$ cat config.mk
export PLATFORM = sky130hd
export DESIGN_NAME = ltrs_top
export DESIGN_NICKNAME = d
export VERILOG_FILES = /design/src/verilog/ltrs_pkg.sv /design/src/verilog/ltrs_top.sv
export VERILOG_INCLUDE_DIRS = /design/src /design/src/verilog
export SDC_FILE = /design/constraint.sdc
export NUM_CORES = 1
export LEC_CHECK = 0
export ABC_AREA = 1
export ABC_CLOCK_PERIOD_IN_PS = 3600
export BUFFER_PORTS_ARGS = -buffer_cell sky130_fd_sc_hd__buf_2
export CORE_UTILIZATION = 43
export DETAILED_ROUTE_END_ITERATION = 8
export GPL_TIMING_DRIVEN = 0
export PLACE_DENSITY_LB_ADDON = 0.2
export SLEW_MARGIN = 5
export SYNTH_ARGS = -nofsm -noshare
export SYNTH_HDL_FRONTEND = slang
export SYNTH_SLANG_ARGS = --single-unit
$ cat constraint.sdc
create_clock -name clock_i -period 3.6 [get_ports clock_i]
set_clock_uncertainty 0.2 [all_clocks]
set_input_delay 0.36 -clock clock_i [delete_from_list [all_inputs] [get_ports clock_i]]
set_output_delay 0.36 -clock clock_i [all_outputs]
set_load 0.02 [all_outputs]
$ cat src/verilog/ltrs_cfg.svh
`ifndef LTRS_CFG_SVH
`define LTRS_CFG_SVH
`define LTRS_CLK_HZ           100000000
`define LTRS_STARTUP_S        50
`define LTRS_DATA_S           4
`define LTRS_TEST_S           60
`define LTRS_PAT_TIMEOUT_S    45
`define LTRS_RATE_BLINK_MS    200
`define LTRS_RMM_PULSE_MS     400
`define LTRS_FLASH_MS         50
`define LTRS_BLINK_MS         250
`define LTRS_TICK_CYC         (`LTRS_CLK_HZ / 1000)
`define LTRS_PRBS_TAP_HI      8
`define LTRS_PRBS_TAP_LO      4
`define LTRS_PRBS_SEED        9'h1FF
`define LTRS_ADDR_CTRL        4'h0
`define LTRS_ADDR_STAT        4'h4
`define LTRS_ADDR_ERRS        4'h8
`define LTRS_CTRL_RESET       8'h00
`endif

$ cat src/verilog/ltrs_pkg.sv
package ltrs_pkg;
  typedef enum logic [1:0] {ltrs_startup, ltrs_data} ltrs_link_t;
endpackage

$ cat src/verilog/ltrs_top.sv
// Decided for this implementation: the Avalon-MM interface to the registers and the register offsets.
`timescale 1ns/1ns
`default_nettype none
`include "ltrs_cfg.svh"

// Overview of operation
// - Framed reception drives clear-to-send and carrier-detect
// - Send framed packets, expect framed packets back
// - Data mode restarts after four seconds unframed
// - Startup fifty seconds, pattern or far-end loop sixty seconds
// - Generator on: sixty second threshold, stop 45
// - Remote loop far end uses sixty seconds
// - Pattern switched off after forty-five seconds
// - Error lamp blinks after timeout until switch off
// - Error lamp flashes per bit error, or per frame error while no pattern runs
// - Unsupported rate at power-up blinks every 200ms
// - Management packet pulses test lamp 400ms
// - Test lamp lit in any test mode
// - No-signal lamp lit while unlinked
// - Data lamps show level of data signals
// - Carrier and clear-to-send lamps show state
// - Terminal ready lamp follows DTR
// - Local loop to terminal, remote loop to line
// - Unframed 511 pattern sent after framer
// - Tests start from switches or terminal signals
// - Linked local loop also loops far data
module ltrs_top
  import ltrs_pkg::*;
#(
  parameter int unsigned TICK_CYC = `LTRS_TICK_CYC
)(
  input  wire logic        clock_i,          // System clock, 100 MHz.
  input  wire logic        rst_i,            // Synchronous reset, active high.
  input  wire logic        avs_read_i,       // Avalon read.
  input  wire logic        avs_write_i,      // Avalon write.
  input  wire logic [3:0]  avs_address_i,    // Avalon byte address.
  input  wire logic [31:0] avs_writedata_i,  // Avalon write data.
  output logic [31:0]      avs_readdata_o,   // Avalon read data.
  output logic             avs_waitrequest_o,// Avalon wait request.
  input  wire logic        sw_local_loop_i,  // Front-panel local loop switch.
  input  wire logic        sw_remote_loop_i, // Front-panel remote loop switch.
  input  wire logic        sw_pattern_i,     // Front-panel pattern switch.
  input  wire logic        dte_local_loop_i, // Terminal local loop request.
  input  wire logic        dte_remote_loop_i,// Terminal remote loop request.
  input  wire logic        dte_txd_i,        // Terminal transmit data.
  input  wire logic        dte_dtr_i,        // Terminal ready.
  output logic             dte_rxd_o,        // Data toward terminal.
  output logic             dte_cts_o,        // Clear to send.
  output logic             dte_cd_o,         // Carrier detect.
  input  wire logic        fr_rx_valid_i,    // Packet boundary from framer.
  input  wire logic        fr_rx_framed_i,   // Packet had valid framing.
  input  wire logic        fr_rx_crc_err_i,  // Frame check error pulse.
  input  wire logic        fr_rx_data_i,     // Deframed line data.
  input  wire logic        line_rx_bit_i,    // Raw line bit for pattern check.
  input  wire logic        line_bit_en_i,    // Line bit strobe.
  input  wire logic        far_rdl_active_i, // This unit is far end of a remote loop.
  input  wire logic        rmm_packet_i,     // Valid management packet pulse.
  input  wire logic        rate_bad_i,       // Terminal rate unsupported.
  output logic             fr_tx_data_o,     // Data to framer.
  output logic             line_tx_bit_o,    // Bit onto line.
  output logic             line_tx_raw_o,    // Line bit bypasses framer.
  output logic             link_restart_o,   // Restart pulse.
  output logic             remote_loop_req_o,// Remote loop requested.
  output logic             lamp_error_lamp_o,// Error lamp.
  output logic             lamp_test_mode_o, // Test-mode lamp.
  output logic             lamp_no_signal_o, // No-signal lamp.
  output logic             lamp_td_green_o,  // Transmit lamp green.
  output logic             lamp_rd_green_o,  // Receive lamp green.
  output logic             lamp_cd_green_o,  // Carrier lamp green.
  output logic             lamp_cts_green_o, // Clear-to-send lamp green.
  output logic             lamp_dtr_o        // Terminal ready lamp.
);

  localparam logic [31:0] MS_PER_S = 32'd1000;
  localparam logic [31:0] DATA_MS  = `LTRS_DATA_S * MS_PER_S;
  localparam logic [31:0] START_MS = `LTRS_STARTUP_S * MS_PER_S;
  localparam logic [31:0] TEST_MS  = `LTRS_TEST_S * MS_PER_S;
  localparam logic [31:0] PAT_MS   = `LTRS_PAT_TIMEOUT_S * MS_PER_S;

  // ---------------------------------------------------------------
  // Millisecond tick
  // ---------------------------------------------------------------
  logic [31:0] tick_cnt;
  logic        tick;

  always_ff @(posedge clock_i)
  begin
    if (rst_i || tick_cnt == TICK_CYC - 1)
      tick_cnt <= '0;
    else
      tick_cnt <= tick_cnt + 32'd1;
  end

  assign tick = (tick_cnt == TICK_CYC - 1);

  // ---------------------------------------------------------------
  // Register slave
  // ---------------------------------------------------------------
  logic [7:0]  ctrl;
  logic [15:0] err_count;
  logic        rd_pend;
  logic        wr_pend;

  always_ff @(posedge clock_i)
  begin
    if (rst_i)
    begin
      rd_pend           <= 1'b0;
      wr_pend           <= 1'b0;
      avs_waitrequest_o <= 1'b1;
    end
    else
    begin
      rd_pend           <= avs_read_i && !rd_pend;
      wr_pend           <= avs_write_i && !wr_pend;
      // Wait request is the registered inverse of the next pend state.
      avs_waitrequest_o <= !((avs_read_i && !rd_pend) || (avs_write_i && !wr_pend));
    end
  end

  always_ff @(posedge clock_i)
  begin
    if (rst_i)
      ctrl <= `LTRS_CTRL_RESET;
    else if (wr_pend && avs_address_i == `LTRS_ADDR_CTRL)
      ctrl <= avs_writedata_i[7:0];
  end

  // ---------------------------------------------------------------
  // Test requests
  // ---------------------------------------------------------------
  ltrs_link_t  link_state;
  logic        linked;
  logic        local_loop;
  logic        remote_loop;
  logic        pat_req;
  logic        pat_run;
  logic        pat_timed_out;

  // Front panel or software start each test; terminal control lines start the two loops only.
  assign local_loop  = sw_local_loop_i || dte_local_loop_i || ctrl[0];
  assign remote_loop = sw_remote_loop_i || dte_remote_loop_i || ctrl[1];
  assign pat_req     = sw_pattern_i || ctrl[2];

  // ---------------------------------------------------------------
  // Restart supervisor
  // ---------------------------------------------------------------
  logic [31:0] unframed_ms;
  logic [31:0] threshold_ms;
  logic        restart;

  always_comb
  begin
    if (link_state == ltrs_startup)
      threshold_ms = START_MS;
    else if (pat_req || far_rdl_active_i)
      threshold_ms = TEST_MS;
    else
      threshold_ms = DATA_MS;
  end

  assign restart = tick && (unframed_ms + 32'd1 >= threshold_ms);

  always_ff @(posedge clock_i)
  begin
    if (rst_i || restart)
      unframed_ms <= '0;
    else if (fr_rx_valid_i && fr_rx_framed_i)
      unframed_ms <= '0;
    else if (tick)
      unframed_ms <= unframed_ms + 32'd1;
  end

  always_ff @(posedge clock_i)
  begin
    if (rst_i || restart)
      link_state <= ltrs_startup;
    else if (fr_rx_valid_i && fr_rx_framed_i)
      link_state <= ltrs_data;
  end

  always_ff @(posedge clock_i)
  begin
    if (rst_i)
      link_restart_o <= 1'b0;
    else
      link_restart_o <= restart;
  end

  // Framed reception is the measure of line health.
  always_ff @(posedge clock_i)
  begin
    if (rst_i || restart)
      linked <= 1'b0;
    else if (fr_rx_valid_i)
      linked <= fr_rx_framed_i;
  end

  // ---------------------------------------------------------------
  // Pattern generator and detector
  // ---------------------------------------------------------------
  logic [8:0]  prbs_tx;
  logic [8:0]  prbs_rx;
  logic [31:0] pat_ms;
  logic        bit_err;

  function automatic logic prbs_fb(input logic [8:0] s);
    prbs_fb = s[`LTRS_PRBS_TAP_HI] ^ s[`LTRS_PRBS_TAP_LO];
  endfunction

  // The pattern stays off after its time-out until the switch is released.
  always_ff @(posedge clock_i)
  begin
    if (rst_i || !pat_req)
    begin
      pat_ms        <= '0;
      pat_timed_out <= 1'b0;
    end
    else if (tick && !pat_timed_out)
    begin
      pat_ms <= pat_ms + 32'd1;
      if (pat_ms + 32'd1 >= PAT_MS)
        pat_timed_out <= 1'b1;
    end
  end

  // A linked local loop leaves the generator without a path.
  assign pat_run = pat_req && !pat_timed_out && !(local_loop && linked);

  always_ff @(posedge clock_i)
  begin
    if (rst_i)
      prbs_tx <= `LTRS_PRBS_SEED;
    else if (line_bit_en_i && pat_run)
      prbs_tx <= {prbs_tx[7:0], prbs_fb(prbs_tx)};
  end

  // Detector self-synchronises on the received bits.
  always_ff @(posedge clock_i)
  begin
    if (rst_i)
      prbs_rx <= `LTRS_PRBS_SEED;
    else if (line_bit_en_i)
      prbs_rx <= {prbs_rx[7:0], line_rx_bit_i};
  end

  assign bit_err = pat_run && line_bit_en_i && (line_rx_bit_i != prbs_fb(prbs_rx));

  always_ff @(posedge clock_i)
  begin
    if (rst_i)
      err_count <= '0;
    else if (wr_pend && avs_address_i == `LTRS_ADDR_ERRS)
      err_count <= (bit_err || fr_rx_crc_err_i) ? 16'h0001 : 16'h0000;
    else if (bit_err || fr_rx_crc_err_i)
      err_count <= err_count + 16'd1;
  end

  always_ff @(posedge clock_i)
  begin
    // Registered when the read is first seen, so it stands while wait request is low.
    if (rst_i)
      avs_readdata_o <= '0;
    else if (avs_read_i && !rd_pend)
    begin
      unique case (avs_address_i)
        `LTRS_ADDR_CTRL: avs_readdata_o <= {24'h000000, ctrl};
        `LTRS_ADDR_STAT: avs_readdata_o <= {27'h0000000, pat_timed_out, pat_run,
                                            linked, link_state == ltrs_data, rate_bad_i};
        `LTRS_ADDR_ERRS: avs_readdata_o <= {16'h0000, err_count};
        default:         avs_readdata_o <= '0;
      endcase
    end
  end

  // ---------------------------------------------------------------
  // Loop control and data path
  // ---------------------------------------------------------------
  always_ff @(posedge clock_i)
  begin
    if (rst_i)
    begin
      dte_rxd_o     <= 1'b1;
      fr_tx_data_o  <= 1'b1;
      line_tx_bit_o <= 1'b1;
      line_tx_raw_o <= 1'b0;
    end
    else
    begin
      // Unlinked local loop returns terminal data; linked local loop or far-end remote loop returns line data.
      dte_rxd_o <= (local_loop && !linked) ? dte_txd_i : fr_rx_data_i;
      if (local_loop && linked)
        fr_tx_data_o <= fr_rx_data_i;
      else if (far_rdl_active_i)
        fr_tx_data_o <= fr_rx_data_i;
      else
        fr_tx_data_o <= dte_txd_i;
      line_tx_bit_o <= prbs_fb(prbs_tx);
      line_tx_raw_o <= pat_run;
    end
  end

  // ---------------------------------------------------------------
  // Lamps
  // ---------------------------------------------------------------
  logic [31:0] flash_ms;
  logic [31:0] blink_ms;
  logic        blink_ph;
  logic [31:0] rmm_ms;
  logic        power_up;

  always_ff @(posedge clock_i)
  begin
    if (rst_i)
      flash_ms <= '0;
    else if (bit_err || (fr_rx_crc_err_i && !pat_run))
      flash_ms <= `LTRS_FLASH_MS;
    else if (tick && flash_ms != 0)
      flash_ms <= flash_ms - 32'd1;
  end

  always_ff @(posedge clock_i)
  begin
    if (rst_i)
      power_up <= 1'b1;
    else if (linked)
      power_up <= 1'b0;
  end

  always_ff @(posedge clock_i)
  begin
    if (rst_i)
    begin
      blink_ms <= '0;
      blink_ph <= 1'b0;
    end
    else if (tick)
    begin
      if (blink_ms + 32'd1 >= (power_up && rate_bad_i ? `LTRS_RATE_BLINK_MS / 2 : `LTRS_BLINK_MS))
      begin
        blink_ms <= '0;
        blink_ph <= !blink_ph;
      end
      else
        blink_ms <= blink_ms + 32'd1;
    end
  end

  always_ff @(posedge clock_i)
  begin
    if (rst_i)
      rmm_ms <= '0;
    else if (rmm_packet_i)
      rmm_ms <= `LTRS_RMM_PULSE_MS;
    else if (tick && rmm_ms != 0)
      rmm_ms <= rmm_ms - 32'd1;
  end

  always_ff @(posedge clock_i)
  begin
    if (rst_i)
    begin
      lamp_error_lamp_o <= 1'b0;
      lamp_test_mode_o  <= 1'b0;
      lamp_no_signal_o  <= 1'b1;
      lamp_td_green_o   <= 1'b0;
      lamp_rd_green_o   <= 1'b0;
      lamp_cd_green_o   <= 1'b0;
      lamp_cts_green_o  <= 1'b0;
      lamp_dtr_o        <= 1'b0;
      dte_cts_o         <= 1'b0;
      dte_cd_o          <= 1'b0;
      remote_loop_req_o <= 1'b0;
    end
    else
    begin
      lamp_error_lamp_o <= (pat_timed_out && blink_ph)
                        || (power_up && rate_bad_i && blink_ph)
                        || (flash_ms != 0);
      lamp_test_mode_o  <= local_loop || remote_loop || pat_req
                        || far_rdl_active_i
                        || (rmm_ms != 0);
      lamp_no_signal_o  <= !linked;
      lamp_td_green_o   <= !dte_txd_i;
      lamp_rd_green_o   <= !dte_rxd_o;
      lamp_cd_green_o   <= linked;
      lamp_cts_green_o  <= linked;
      lamp_dtr_o        <= dte_dtr_i;
      dte_cts_o         <= linked;
      dte_cd_o          <= linked;
      remote_loop_req_o <= remote_loop;
    end
  end

endmodule
`default_nettype wire
== Yosys cells after proc, flatten, opt, wreduce, memory -nomap -nowiden ==
Cells that the tools add are included.

* $add $sub $neg: 7
* $mul: 0
* Div/mod/pow operators: 0
* Magnitude comparators: 3
* Equal/unequal tests: 4
* Shift operators: 0
* Multiplexer cells: 15
* Bitwise gates (word level): 2
* Reduce and logical (&&, ||, !) cells: 60

{| class="wikitable"
|+ Operator list
! operator !! count
|-
| $add A32 B1 Y32 const B || 4
|-
| $mux W16 || 4
|-
| $reduce_bool A32 Y1 || 2
|-
| $sub A32 B1 Y32 const B || 2
|-
| $pmux W16 S3 || 1
|-
| $eq A32 B17 Y1 const B || 1
|-
| $ge A32 B16 Y1 const B || 1
|-
| $ge A32 B32 Y1 || 1
|-
| $ge A32 B8 Y1 || 1
|-
| $mux W32 || 1
|-
| $logic_and A1 B1 Y1 || 19
|-
| $logic_or A1 B1 Y1 || 18
|-
| $mux W9 || 2
|-
| $add A16 B1 Y16 const B || 1
|-
| $mux W6 || 2
|-
| $logic_not A1 Y1 || 11
|-
| $mux W8 || 1
|-
| $reduce_bool A2 Y1 || 3
|-
| $reduce_or A2 Y1 || 3
|-
| $eq A4 B3 Y1 const B || 1
|-
| $eq A4 B4 Y1 const B || 1
|-
| $logic_not A4 Y1 || 1
|-
| $mux W1 || 4
|-
| $reduce_and A2 Y1 || 2
|-
| 3 further kinds || 4
|}

* Bits in registers: 287
* Latch bits: 0
* Bits in writable memories: 0
* ROM bits: 0
* Bits of input ports: 56
* Output and inout port bits: 49
* Logic and storage cells: 125
* Memories kept: 0

== Logic depth before layout (Yosys ltp) ==
Gate-level depths: netlist of run 1.

* Depth in word-level cells: 10
* Mapped depth: 22
* Gate-level depth less buffers: 21

== Worst setup path before layout of run 1 ==
No wires, ideal clock.

* Path kind: flip-flop to flip-flop
* From: reg unframed_ms[0]
* To: reg unframed_ms[14]
* Setup time: 64 ps
* Arrival: 2472 ps
* Required time: 3336 ps
* Path slack: 864 ps
* Stages on the path, launching flop included: 21
* Path buffers: 1
* Period minus slack after synthesis: 2736 ps
* Path through: dfxtp_1 -> ha_1 -> nand2_2 -> nor2_4 -> nand2_2 -> nor2_1 -> xor2_1 -> ha_1 -> nand2_1 -> inv_1 -> nand2_1 -> nand3b_1 -> nor2_1 -> nand2_1 -> nand3_1 -> nor2_1 -> nand3_1 -> nand2_2 -> nand3_4 -> buf_6 -> nor2_1

* Word-level cells in the longest chain between the ends: 5

{| class="wikitable"
|+ Ends and longest elaborated chain
! item !! line !! RTL
|-
| start, declared || ltrs_top.sv:148 || <nowiki>logic [31:0] unframed_ms;</nowiki>
|-
| start signal, assigned || ltrs_top.sv:171 || <nowiki>unframed_ms <= unframed_ms + 32'd1;</nowiki>
|-
| $add A32 B1 Y32 (*) || ltrs_top.sv:162, ltrs_top.sv:171 ||
|-
| $ge A32 B32 Y1 || ltrs_top.sv:162 || <nowiki>assign restart = tick && (unframed_ms + 32'd1 >= threshold_ms);</nowiki>
|-
| $logic_and A1 B1 Y1 || ltrs_top.sv:162 ||
|-
| $logic_or A1 B1 Y1 || ltrs_top.sv:166 || <nowiki>if (rst_i || restart)</nowiki>
|-
| $reduce_or A2 Y1 (no line) || n/a ||
|}

Mark *: on every way between the ends. The rest lies on a longest branch, timed or not.
A chain may end at the register's enable or synchronous reset.

== Worst setup path in the final report of run 1 ==
Same ends and word-level chain as after synthesis.

==> summary.txt, run 1 <==
PLACEMENT
------------------------------------------------------------------------------------------
Port buffer count                                                                       63
Post-DP HPWL                                                                     31,850 um
Placer congestion estimate                                                          0.9367

SYNTH
------------------------------------------------------------------------------------------
Simple-Gate Fraction of Synth Area                                                  38.00%
Count of unique library cells instantiated by Yosys                                     49
Combinational family with the most area after synthesis                       simple AND/OR/NAND/NOR gates
Most used DFF post-synth                                                           dfxtp_1
Number of enable flip-flop cells after synthesis                                         0
Synth warn                                                                               0
Share of flip-flops with an asynchronous set or reset                                   0%
Post-synthesis xor/xnor area fraction                                               4.636%
Sequential fraction of the synthesis area                                           35.89%
Share of the synthesized area in compound gates (AO/OA/AOI/OAI)                     10.53%
Synthesized area divided by synthesized cell count                               6.448 um2
Post-Syn Area                                                                  0.01511 mm2
Share of synthesized cell area in full adder, half adder and majority cells         1.904%
Multiplexer fraction of the synthesized cell area                                  0.3311%
Synthesized instance count                                                           2,344
Count of state elements after synthesis                                                271

FLOW RUN
------------------------------------------------------------------------------------------
Max-Cap Viols                                                                            0

TIMING
------------------------------------------------------------------------------------------
Min Clock Period, post-route                                                      3.381 ns
RSZ-0062 raised after global routing                                                 false
Final Hold Viols                                                                         0
Count of pins over their slew limit                                                      0
FMAX                                                                             295.8 MHz
Count of final setup violators                                                           0
Sum Neg Setup Slack                                                                   0 ns
Max-slew headroom                                                                   43.52%
Post-route fraction of the period consumed by the critical path                     93.91%
Slew at the pin with the worst max-slew slack                                    0.8472 ns

DRT
------------------------------------------------------------------------------------------
Detail-routed net length per standard cell                                        14.11 um
Vias                                                                                15,020
Total wirelength of the detailed-routed design                                   41,670 um
Pre-antenna DRT Iters                                                                    5
Number of DRC violations after detailed routing                                          0
Initial detailed-routing violation count                                             1,038
Average via count per standard cell                                                  5.087
Remaining antenna violation count                                                        0

CRITICAL PATH
------------------------------------------------------------------------------------------
Crit-path max FO                                                                        10
Endpoint class of the critical path                                                   flop
Critical Path AT                                                                   3.64 ns
Category of the worst setup path launch point                                         flop
Crit Path Category                                                                 reg2reg
Data required time of the critical path                                            3.86 ns

GLOBAL ROUTING
------------------------------------------------------------------------------------------
Pin count of the biggest net entering global routing                                    13
GRT Total Usage                                                                     23.32%
Global-route wire length before repair                                           68,660 um
GRT Residual Overflow                                                                    0
Number of global-route vias before repair                                           14,070
Number of antenna violations at the first check in global routing                        1

DIE
------------------------------------------------------------------------------------------
Placeable core region                                                          0.03454 mm2
Area enclosed by the die boundary                                              0.03590 mm2
Number of rows created at floorplan                                                     68
Count of pins on the block boundary                                                    105
Width of the die                                                                  189.5 um
Vertical die dimension                                                            189.5 um
Initial Util                                                                        43.76%

CELLS AND AREA
------------------------------------------------------------------------------------------
Nets@finish                                                                          2,553
Area overhead of the layout relative to synthesis                                   14.79%
Filler Cell Count                                                                    3,598
Highest-count cells in the layout ignoring fill and taps                      nand2_1, nor2_1, dfxtp_1, inv_1, a21oi_1
Share of post-route cells with drive strength above 1                               8.290%
Most frequent standard cell in the layout excluding fill and tap cells             nand2_1

CLOCK NETWORK
------------------------------------------------------------------------------------------
Depth of the CTS H-tree                                                                  2
Clock-pin slew of the registers on the worst-case setup and hold paths             0.06 ns
Total clock sinks                                                                      271
Worst skew pair latency                                                            0.52 ns
Maximum buffer depth of the clock tree                                                   3
Clk Tree Root Cell                                                               clkbuf_16
TritonCTS clock tree                                                                   yes
Cts bufs inserted                                                                       34

POWER AND IR DROP
------------------------------------------------------------------------------------------
LEAKAGE                                                                           7.284 nW
Power density cells                                                           403.0 mW/mm2
Worst IR drop on VDD                                                             0.3094 mV
Final total power                                                                 6.992 mW

OUTCOME
------------------------------------------------------------------------------------------
Run status                                                                    finished clean

HOLD PATH
------------------------------------------------------------------------------------------
Kind of path behind the tightest hold check                                         in2reg

-- Yosys cell counts (31+ instances only) --
cell type / n / share of area (%)
dfxtp_1: 271 / 36
a21oi_1: 147 / 4.9
clkbuf_1: 39 / 0.97
nor3_1: 32 / 1.1
o21ai_0: 116 / 3.8
nor2_2: 31 / 1.3
nand4_1: 50 / 2.1
inv_1: 244 / 6.1
nor2_1: 371 / 9.2
xor2_1: 57 / 3.3
nand3_1: 139 / 4.6
nand2_1: 639 / 16
-- per-layer routing --
metal	up-vias	GRT usage, %	part of all wire, %
met5	-	0	0
met4	0	9.398	3.2
met3	79	3.429	5.3
met2	381	38.24	45
met1	6812	30.61	47
li1	7751	-	-
-- sequential cells by signal, indices dropped and copies added (netlist names), 16 cells and up --
| signal | count |
|---|---|
| tick_cnt | 32 |
| rmm_ms | 32 |
| blink_ms | 32 |
| unframed_ms | 32 |
| flash_ms | 32 |
| err_count | 16 |
| pat_ms | 32 |
| avs_readdata_o | 16 |
-- final timing paths --
check	start	endpoint	slack [ns]	cells after the start
worst max-delay path	unframed_ms[0]$_SDFFE_PP0P_	unframed_ms[14]$_SDFFE_PP0P_	0.22	20
worst min-delay path	fr_rx_valid_i	linked$_SDFFE_PP0P_	0.02	4
worst max register to register	unframed_ms[0]$_SDFFE_PP0P_	unframed_ms[14]$_SDFFE_PP0P_	0.22	20
worst min register to register	power_up$_SDFFE_PP1P_	power_up$_SDFFE_PP1P_	0.25	2
-- per-stage QoR --
stage	hold slack [ns]	worst slack (ns)	instance area, um2	std cells	utilization, %
after detailed placement	0.2428	0.1302	16060	2877	46.48
after CTS	0.001054	0.1775	17340	2952	50.21
after global routing	0.05044	0.008411	17350	2953	50.23
final	0.01791	0.2193	17350	2953	50.23
after floorplan	0.2176	0.8641	15170	2359	-
after global placement	0.2339	0.2048	16060	2877	46.48
-- critical path, cell delays in order (launching register included) --
cell and delay, ns:
dfxtp_1 0.43, ha_2 0.29, nand2_2 0.11, nor2_4 0.21, nand2_2 0.11, nor2_1 0.25, xor2_1 0.24, ha_1 0.27
nand2_1 0.06, inv_1 0.05, nand2_1 0.05, nand3b_1 0.10, nor2_1 0.05, nand2_1 0.06, nand3_1 0.08, nor2_1 0.10
nand3_1 0.10, nand2_2 0.14, nand3_4 0.13, buf_6 0.20, nor2_1 0.09
-- layout make-up --
cell class,count,area [um2],share of cell area (%)
Clock inverter,8,121.4,0.6995
Buffer,67,350.3,2.019
Inverter,256,960.9,5.538
Clock buffer,51,1006,5.798
Tap cell,455,569.3,3.281
Timing Repair Buffer,79,475.5,2.740
Multi-Input combinational cell,1765,8439,48.64
Sequential cell,271,5425,31.27
Antenna cell,1,2.502,0.01442
-- power by group --
group | leakage (nW) | internal, mW | total (mW) | switching, mW
clock | 0.551 | 2.14 | 3.46 | 1.31
combinational | 4.54 | 0.157 | 0.462 | 0.306
sequential | 2.20 | 3.05 | 3.07 | 0.0278
-- repair_timing --
| item | 4_1_cts | 5_1_grt |
|---|---|---|
| setup buffers | 0 | 0 |
| resized for setup | 0 | 2 |
| hold buffers | 16 | 0 |
| hold endpoints to repair | 22 | 0 |
| setup endpoints to repair | 0 | 29 |
-- kinds of logic (layout without fill, tap and decap cells) --
group / Yosys count / count (layout)
AOI/OAI and AO/OA: 303 / 303
muxes: 5 / 5
buffers and inverters: 323 / 461
DFF: 271 / 271
adders and majority gates: 23 / 23
other: 1 / 17
and+or+nand+nor: 1338 / 1338
xor gates and xnor gates: 80 / 80
Note: power is estimated with default switching activity, not from simulation.
==> run 2: changes to the inputs <==
--- a/config.mk
+++ b/config.mk
@@ -9,7 +9,10 @@
 export ABC_AREA = 1
 export ABC_CLOCK_PERIOD_IN_PS = 3600
 export BUFFER_PORTS_ARGS = -buffer_cell sky130_fd_sc_hd__buf_2
-export CORE_UTILIZATION = 43
+export CAP_MARGIN = 5
+export CELL_PAD_IN_SITES_DETAIL_PLACEMENT = 2
+export CELL_PAD_IN_SITES_GLOBAL_PLACEMENT = 2
+export CORE_UTILIZATION = 31
 export DETAILED_ROUTE_END_ITERATION = 8
 export GPL_TIMING_DRIVEN = 0
 export PLACE_DENSITY_LB_ADDON = 0.2
==> summary.txt, run 2 (synthesis results as in run 1) <==
CRITICAL PATH
-------------------------------------------------------------------------------------
Crit Path Category                                                            reg2reg   unchanged
Critical Path AT                                                              3.58 ns   was 3.64 ns
Endpoint class of the critical path                                              flop   unchanged
Crit-path max FO                                                                   10   unchanged
Data required time of the critical path                                       3.84 ns   was 3.86 ns
Category of the worst setup path launch point                                    flop   unchanged

TIMING
-------------------------------------------------------------------------------------
Count of final setup violators                                                      0   unchanged
FMAX                                                                        299.8 MHz   was 295.8 MHz
RSZ-0062 raised after global routing                                            false   unchanged
Final Hold Viols                                                                    0   unchanged
Max-slew headroom                                                              40.08%   was 43.52%
Count of pins over their slew limit                                                 0   unchanged
Setup ws final                                                              0.2644 ns   was 0.2193 ns
Final-layout worst hold slack                                              0.02750 ns   was 0.01791 ns
Min Clock Period, post-route                                                 3.336 ns   was 3.381 ns
Post-route fraction of the period consumed by the critical path                92.66%   was 93.91%
Slew at the pin with the worst max-slew slack                               0.8988 ns   was 0.8472 ns

CELLS AND AREA
-------------------------------------------------------------------------------------
Highest-count cells in the layout ignoring fill and taps                 nand2_1, nor2_1, dfxtp_1, inv_1, a21oi_1   unchanged
Share of post-route cells with drive strength above 1                          9.131%   was 8.290%
Nets@finish                                                                     2,558   was 2,553
Most frequent standard cell in the layout excluding fill and tap cells        nand2_1   unchanged
Antenna diode count                                                                 0   was 1
Area overhead of the layout relative to synthesis                              18.05%   was 14.79%

DRT
-------------------------------------------------------------------------------------
Initial detailed-routing violation count                                          578   was 1,038
Pre-antenna DRT Iters                                                               5   unchanged
Vias                                                                           15,740   was 15,020
Detail-routed net length per standard cell                                   17.79 um   was 14.11 um
Average via count per standard cell                                             5.039   was 5.087
Total wirelength of the detailed-routed design                              55,550 um   was 41,670 um
Number of DRC violations after detailed routing                                     0   unchanged
Remaining antenna violation count                                                   0   unchanged

PLACEMENT
-------------------------------------------------------------------------------------
Worst setup slack before clock tree synthesis                              -0.2359 ns   was 0.1302 ns
Placer congestion estimate                                                     0.8364   was 0.9367
Post-DP HPWL                                                                43,150 um   was 31,850 um
Port buffer count                                                                  63   unchanged

GLOBAL ROUTING
-------------------------------------------------------------------------------------
Number of antenna violations at the first check in global routing                   1   unchanged
GRT Residual Overflow                                                               0   unchanged
Global-route wire length before repair                                      89,970 um   was 68,660 um
Pin count of the biggest net entering global routing                               13   unchanged
Number of global-route vias before repair                                      17,190   was 14,070
GRT Total Usage                                                                22.52%   was 23.32%

CLOCK NETWORK
-------------------------------------------------------------------------------------
Cts bufs inserted                                                                  37   was 34
Maximum buffer depth of the clock tree                                              3   unchanged
Depth of the CTS H-tree                                                             2   unchanged
Clk Tree Root Cell                                                          clkbuf_16   unchanged
Worst skew pair latency                                                       0.56 ns   was 0.52 ns
Total clock sinks                                                                 271   unchanged
TritonCTS clock tree                                                              yes   unchanged
Clock-pin slew of the registers on the worst-case setup and hold paths        0.06 ns   about the same

OUTCOME
-------------------------------------------------------------------------------------
Run status                                                               finished clean   unchanged

DIE
-------------------------------------------------------------------------------------
Vertical die dimension                                                       222.8 um   was 189.5 um
Placeable core region                                                     0.04795 mm2   was 0.03454 mm2
Count of pins on the block boundary                                               105   unchanged
Initial Util                                                                   31.52%   was 43.76%
Width of the die                                                             222.8 um   was 189.5 um
Number of rows created at floorplan                                                80   was 68
Area enclosed by the die boundary                                         0.04964 mm2   was 0.03590 mm2

FLOW RUN
-------------------------------------------------------------------------------------
Max-Cap Viols                                                                       0   unchanged

POWER AND IR DROP
-------------------------------------------------------------------------------------
Power density cells                                                      433.4 mW/mm2   was 403.0 mW/mm2
Worst IR drop on VDD                                                        0.2904 mV   was 0.3094 mV
LEAKAGE                                                                      7.419 nW   was 7.284 nW

HOLD PATH
-------------------------------------------------------------------------------------
Kind of path behind the tightest hold check                                    in2reg   unchanged

==> run 2: final timing paths <==
kind                                            from                          end  slack [ns]  cells past startpoint
worst max register to register  ctrl[2]$_SDFFE_PP0P_  unframed_ms[5]$_SDFFE_PP0P_        0.26                     21
worst min register to register  dte_rxd_o$_SDFF_PP1_   lamp_rd_green_o$_SDFF_PP0_        0.23                      1
worst min-delay path              avs_writedata_i[2]         ctrl[2]$_SDFFE_PP0P_        0.03                      3
worst max-delay path            ctrl[2]$_SDFFE_PP0P_  unframed_ms[5]$_SDFFE_PP0P_        0.26                     21
==> run 2: per-stage QoR <==
stage / instances / total power [mW] / util (%) / instance area, um2 / TNS, ns
global route: 3123 / 8.004 / 37.22 / 17840 / 0
CTS: 3121 / 7.852 / 37.13 / 17800 / 0
finish: 3123 / 7.734 / 37.22 / 17840 / 0
floorplan: 2359 / 3.445 / - / 15170 / 0
detailed placement: 3037 / 3.621 / 33.90 / 16260 / -6.775
global placement: 3037 / 3.603 / 33.90 / 16260 / -3.005
==> run 2: routing by layer <==
layer  routed length, um  GRT usage (%)
met1               25600          28.22
met2               27110          39.90
met3                1472          3.306
met4                1343          6.140
met5                  13              0
==> run 2: repair_timing <==
item	CTS	global route
endpoints found under the setup margin	30	30
hold endpoints to repair	19	0
gates cloned	0	0
gates resized for setup	3	6
setup buffers	0	2
hold buffers	16	0
pin swaps	0	1
==> run 2: critical path: stages (launching register included) <==
cell and delay (ns):
dfxtp_1 0.34, nor2_4 0.19, inv_1 0.08, nor2_2 0.16, inv_1 0.07, nor2_2 0.22, inv_1 0.14, ha_1 0.36
nand3_1 0.08, nor2_1 0.09, nand2_1 0.06, nor2_1 0.14, nor2_1 0.08, nor2_1 0.19, nand2_1 0.10, nand3_1 0.10
nor2_1 0.05, nand3_1 0.09, nand2_2 0.10, nand3_4 0.14, buf_6 0.20, nor2_2 0.05
==> run 2: report_power, final <==
part	leakage (nW)	internal (mW)	total, mW	switching (mW)
clock	0.674	2.65	4.16	1.52
combinational	4.55	0.158	0.494	0.337
sequential	2.20	3.05	3.08	0.0300
==> run 2: layout make-up <==
cell class              count  area (um2)
fillers                  5910       30100
multi-input cells        1765        8464
flip-flops and latches    271        5426
clock buffers              50        1097
inverters                 256       960.9
well taps                 615       769.5
repair buffers             81       490.5
plain buffers              67       350.3
clock inverters            18       284.0
==> run 3: changes to the inputs <==
--- a/config.mk
+++ b/config.mk
@@ -7,7 +7,7 @@
 export NUM_CORES = 1
 export LEC_CHECK = 0
 export ABC_AREA = 1
-export ABC_CLOCK_PERIOD_IN_PS = 3600
+export ABC_CLOCK_PERIOD_IN_PS = 4100
 export BUFFER_PORTS_ARGS = -buffer_cell sky130_fd_sc_hd__buf_2
 export CAP_MARGIN = 5
 export CELL_PAD_IN_SITES_DETAIL_PLACEMENT = 2
@@ -16,6 +16,7 @@
 export DETAILED_ROUTE_END_ITERATION = 8
 export GPL_TIMING_DRIVEN = 0
 export PLACE_DENSITY_LB_ADDON = 0.2
+export RECOVER_POWER = 50
 export SLEW_MARGIN = 5
 export SYNTH_ARGS = -nofsm -noshare
 export SYNTH_HDL_FRONTEND = slang
==> constraint.sdc (replaced) <==
create_clock -name clock_i -period 4.1 [get_ports clock_i]
set_clock_uncertainty 0.2 [all_clocks]
set_input_delay 0.41 -clock clock_i [delete_from_list [all_inputs] [get_ports clock_i]]
set_output_delay 0.41 -clock clock_i [all_outputs]
set_load 0.1 [all_outputs]
==> summary.txt, run 3 (synthesis results as in run 1) <==
CLOCK NETWORK
-------------------------------------------------------------------------------------
Clock-pin slew of the registers on the worst-case setup and hold paths        0.06 ns   about the same
Cts bufs inserted                                                                  37   unchanged
Worst skew pair latency                                                       0.56 ns   about the same
TritonCTS clock tree                                                              yes   unchanged
Total clock sinks                                                                 271   unchanged
Post-CTS setup buffer count                                                         0   unchanged
Clk Tree Root Cell                                                          clkbuf_16   unchanged
Maximum buffer depth of the clock tree                                              3   unchanged
Depth of the CTS H-tree                                                             2   unchanged

CELLS AND AREA
-------------------------------------------------------------------------------------
Most frequent standard cell in the layout excluding fill and tap cells        nand2_1   unchanged
Antenna diode count                                                                 0   unchanged
Highest-count cells in the layout ignoring fill and taps                 nand2_1, nor2_1, dfxtp_1, inv_1, a21oi_1   unchanged
Share of post-route cells with drive strength above 1                          7.106%   was 9.131%
Non-Filler Cell Area, Final                                               0.01772 mm2   was 0.01784 mm2
Area overhead of the layout relative to synthesis                              17.25%   was 18.05%
Nets@finish                                                                     2,555   was 2,558

DRT
-------------------------------------------------------------------------------------
Vias                                                                           15,740   about the same
Average via count per standard cell                                             5.044   was 5.039
Pre-antenna DRT Iters                                                               5   unchanged
Remaining antenna violation count                                                   0   unchanged
Total wirelength of the detailed-routed design                              55,540 um   was 55,550 um
Number of DRC violations after detailed routing                                     0   unchanged
Detail-routed net length per standard cell                                   17.80 um   was 17.79 um
Initial detailed-routing violation count                                          580   was 578

CRITICAL PATH
-------------------------------------------------------------------------------------
Category of the worst setup path launch point                                    flop   unchanged
Critical Path AT                                                              3.95 ns   was 3.58 ns
Top cell family by delay on the critical path                            simple AND/OR/NAND/NOR gates   unchanged
Worst Setup SP                                                           ctrl[2]$_SDFFE_PP0P_   unchanged
R2r startpoint                                                           ctrl[2]$_SDFFE_PP0P_   unchanged
Number of cells on the worst reg-to-reg path                                       21   unchanged
Endpoint class of the critical path                                              flop   unchanged
Data required time of the critical path                                       4.34 ns   was 3.84 ns
Series of cell instances along the critical path                         nor2_1 > inv_1 > nor2_1 > inv_1 > nor2_1 > inv_1 > ha_1 > nand3_1 > nor2_1 > nand2_1 > nor2_1 > nor2_1 > nor2_1 > nand2_1 > nand3_1 > nor2_1 > nand3_1 > nand2_2 > nand3_4 > buf_6 > nor2_2   was nor2_4 > inv_1 > nor2_2 > inv_1 > nor2_2 > inv_1 > ha_1 > nand3_1 > nor2_1 > nand2_1 > nor2_1 > nor2_1 > nor2_1 > nand2_1 > nand3_1 > nor2_1 > nand3_1 > nand2_2 > nand3_4 > buf_6 > nor2_2
Crit Path Category                                                            reg2reg   unchanged
Number of cells on the critical path                                               21   unchanged
Endpoint of the most critical register-to-register path                  unframed_ms[5]$_SDFFE_PP0P_   unchanged
Worst path most repeated cell                                                  nor2_1   unchanged
Setup slack of the most critical reg-to-reg path                              0.39 ns   was 0.26 ns
Slowest cell delay on critical path                                           0.37 ns   was 0.36 ns
Crit-path max FO                                                                   10   unchanged
Crit-path slowest cell                                                           ha_1   unchanged
Bufs and invs on worst path                                                         4   unchanged
Timing endpoint of the critical path                                     unframed_ms[5]$_SDFFE_PP0P_   unchanged

TIMING
-------------------------------------------------------------------------------------
FMAX                                                                        269.7 MHz   was 299.8 MHz
Post-route fraction of the period consumed by the critical path                90.43%   was 92.66%
RSZ-0062 raised after global routing                                            false   unchanged
Slew at the pin with the worst max-slew slack                                1.191 ns   was 0.8988 ns
Max-slew headroom                                                              20.95%   was 40.08%
Final Hold Viols                                                                    0   unchanged
Sum Neg Setup Slack                                                              0 ns   unchanged
Count of final setup violators                                                      0   unchanged
Count of pins over their slew limit                                                 0   unchanged
Min Clock Period, post-route                                                 3.708 ns   was 3.336 ns

GLOBAL ROUTING
-------------------------------------------------------------------------------------
Global-route wire length before repair                                      89,930 um   was 89,970 um
Number of antenna violations at the first check in global routing                   1   unchanged
Pin count of the biggest net entering global routing                               13   unchanged
GRT Total Usage                                                                22.51%   was 22.52%
GRT Residual Overflow                                                               0   unchanged
Number of global-route vias before repair                                      17,180   was 17,190

PLACEMENT
-------------------------------------------------------------------------------------
Post-DP HPWL                                                                43,150 um   unchanged
Placer congestion estimate                                                     0.8364   unchanged
Area of placed instances                                                  0.01626 mm2   unchanged
Port buffer count                                                                  63   unchanged

DIE
-------------------------------------------------------------------------------------
Initial Util                                                                   31.52%   unchanged
Area enclosed by the die boundary                                         0.04964 mm2   unchanged
Number of rows created at floorplan                                                80   unchanged
Width of the die                                                             222.8 um   unchanged
Placeable core region                                                     0.04795 mm2   unchanged
Vertical die dimension                                                       222.8 um   unchanged
Count of pins on the block boundary                                               105   unchanged

POWER AND IR DROP
-------------------------------------------------------------------------------------
Power density cells                                                      390.7 mW/mm2   was 433.4 mW/mm2
Worst IR drop on VDD                                                        0.2551 mV   was 0.2904 mV
LEAKAGE                                                                      7.282 nW   was 7.419 nW

HOLD PATH
-------------------------------------------------------------------------------------
Kind of path behind the tightest hold check                                    in2reg   unchanged
Depth of the worst hold-timing path                                                 3   unchanged

OUTCOME
-------------------------------------------------------------------------------------
Run status                                                               finished clean   unchanged

FLOW RUN
-------------------------------------------------------------------------------------
Max-Cap Viols                                                                       0   unchanged

run 3: cell count changes in the layout (fill, tap and decap cells not counted), moves of 2 or more:
cell	previous run	this run
nor3_1	32	36
inv_2	8	5
nor2_2	35	30
nor3_2	6	2
nor2_1	366	372
buf_4	21	19
buf_2	67	33
clkbuf_1	42	76
inv_1	244	247
run 3: how the worst min path moves through the flow:
stage          slack [ns]                    from                         end
3_5_place_dp         0.22    dte_rxd_o$_SDFF_PP1_  lamp_rd_green_o$_SDFF_PP0_
4_1_cts             0.008            fr_rx_data_i     fr_tx_data_o$_SDFF_PP1_
2_1_floorplan        0.22  tick_cnt[0]$_SDFF_PP0_      tick_cnt[0]$_SDFF_PP0_
6_report             0.04            fr_rx_data_i        dte_rxd_o$_SDFF_PP1_
3_3_place_gp         0.21    dte_rxd_o$_SDFF_PP1_  lamp_rd_green_o$_SDFF_PP0_
5_1_grt              0.04            fr_rx_data_i     fr_tx_data_o$_SDFF_PP1_
run 3: power by group:
part	leakage, nW	switching, mW	internal, mW
Combinational	4.41	0.437	0.133
Sequential	2.20	0.0269	2.67
Clock	0.674	1.33	2.32
run 3: metrics by stage:
step / instances / setup slack [ns] / utilization, % / power, mW / hold slack (ns)
after floorplan: 2359 / 1.364 / - / 3.167 / 0.2176
after global placement: 3037 / 0.3376 / 33.90 / 3.306 / 0.2088
after detailed placement: 3037 / 0.2141 / 33.90 / 3.322 / 0.2179
after CTS: 3120 / 0.3327 / 37.10 / 7.036 / 0.008050
after global routing: 3120 / 0.1362 / 36.96 / 7.163 / 0.03638
final: 3120 / 0.3923 / 36.96 / 6.924 / 0.03616
run 3: worst register-to-register path, delay by kind of cell (launching register included):
family	cells	cell delay, ns
and+or+nand+nor	16	2.18
buffers and inverters	4	0.53
adders and majority gates	1	0.37
DFF	1	0.32
run 3: metal layers:
metal | global-route usage (%) | share of wire, %
met1 | 28.22 | 46
met2 | 39.86 | 49
met3 | 3.306 | 2.8
met4 | 6.140 | 2.4
met5 | 0 | 0.023
run 3: what timing repair did:
| action | in CTS | in global routing |
|---|---|---|
| gates resized for setup | 0 | 0 |
| hold buffers | 15 | 0 |
| hold endpoints to repair | 16 | 0 |
run 3: area by class of cell:
type                            instances  area (um2)
Inverter                              256       960.9
Tap cell                              615       769.5
Buffer                                 67       349.1
Multi-Input combinational cell       1765        8412
Fill cell                            5939       30220
Timing Repair Buffer                   78       424.2
Clock inverter                         18       284.0
Clock buffer                           50        1097
Sequential cell                       271        5425
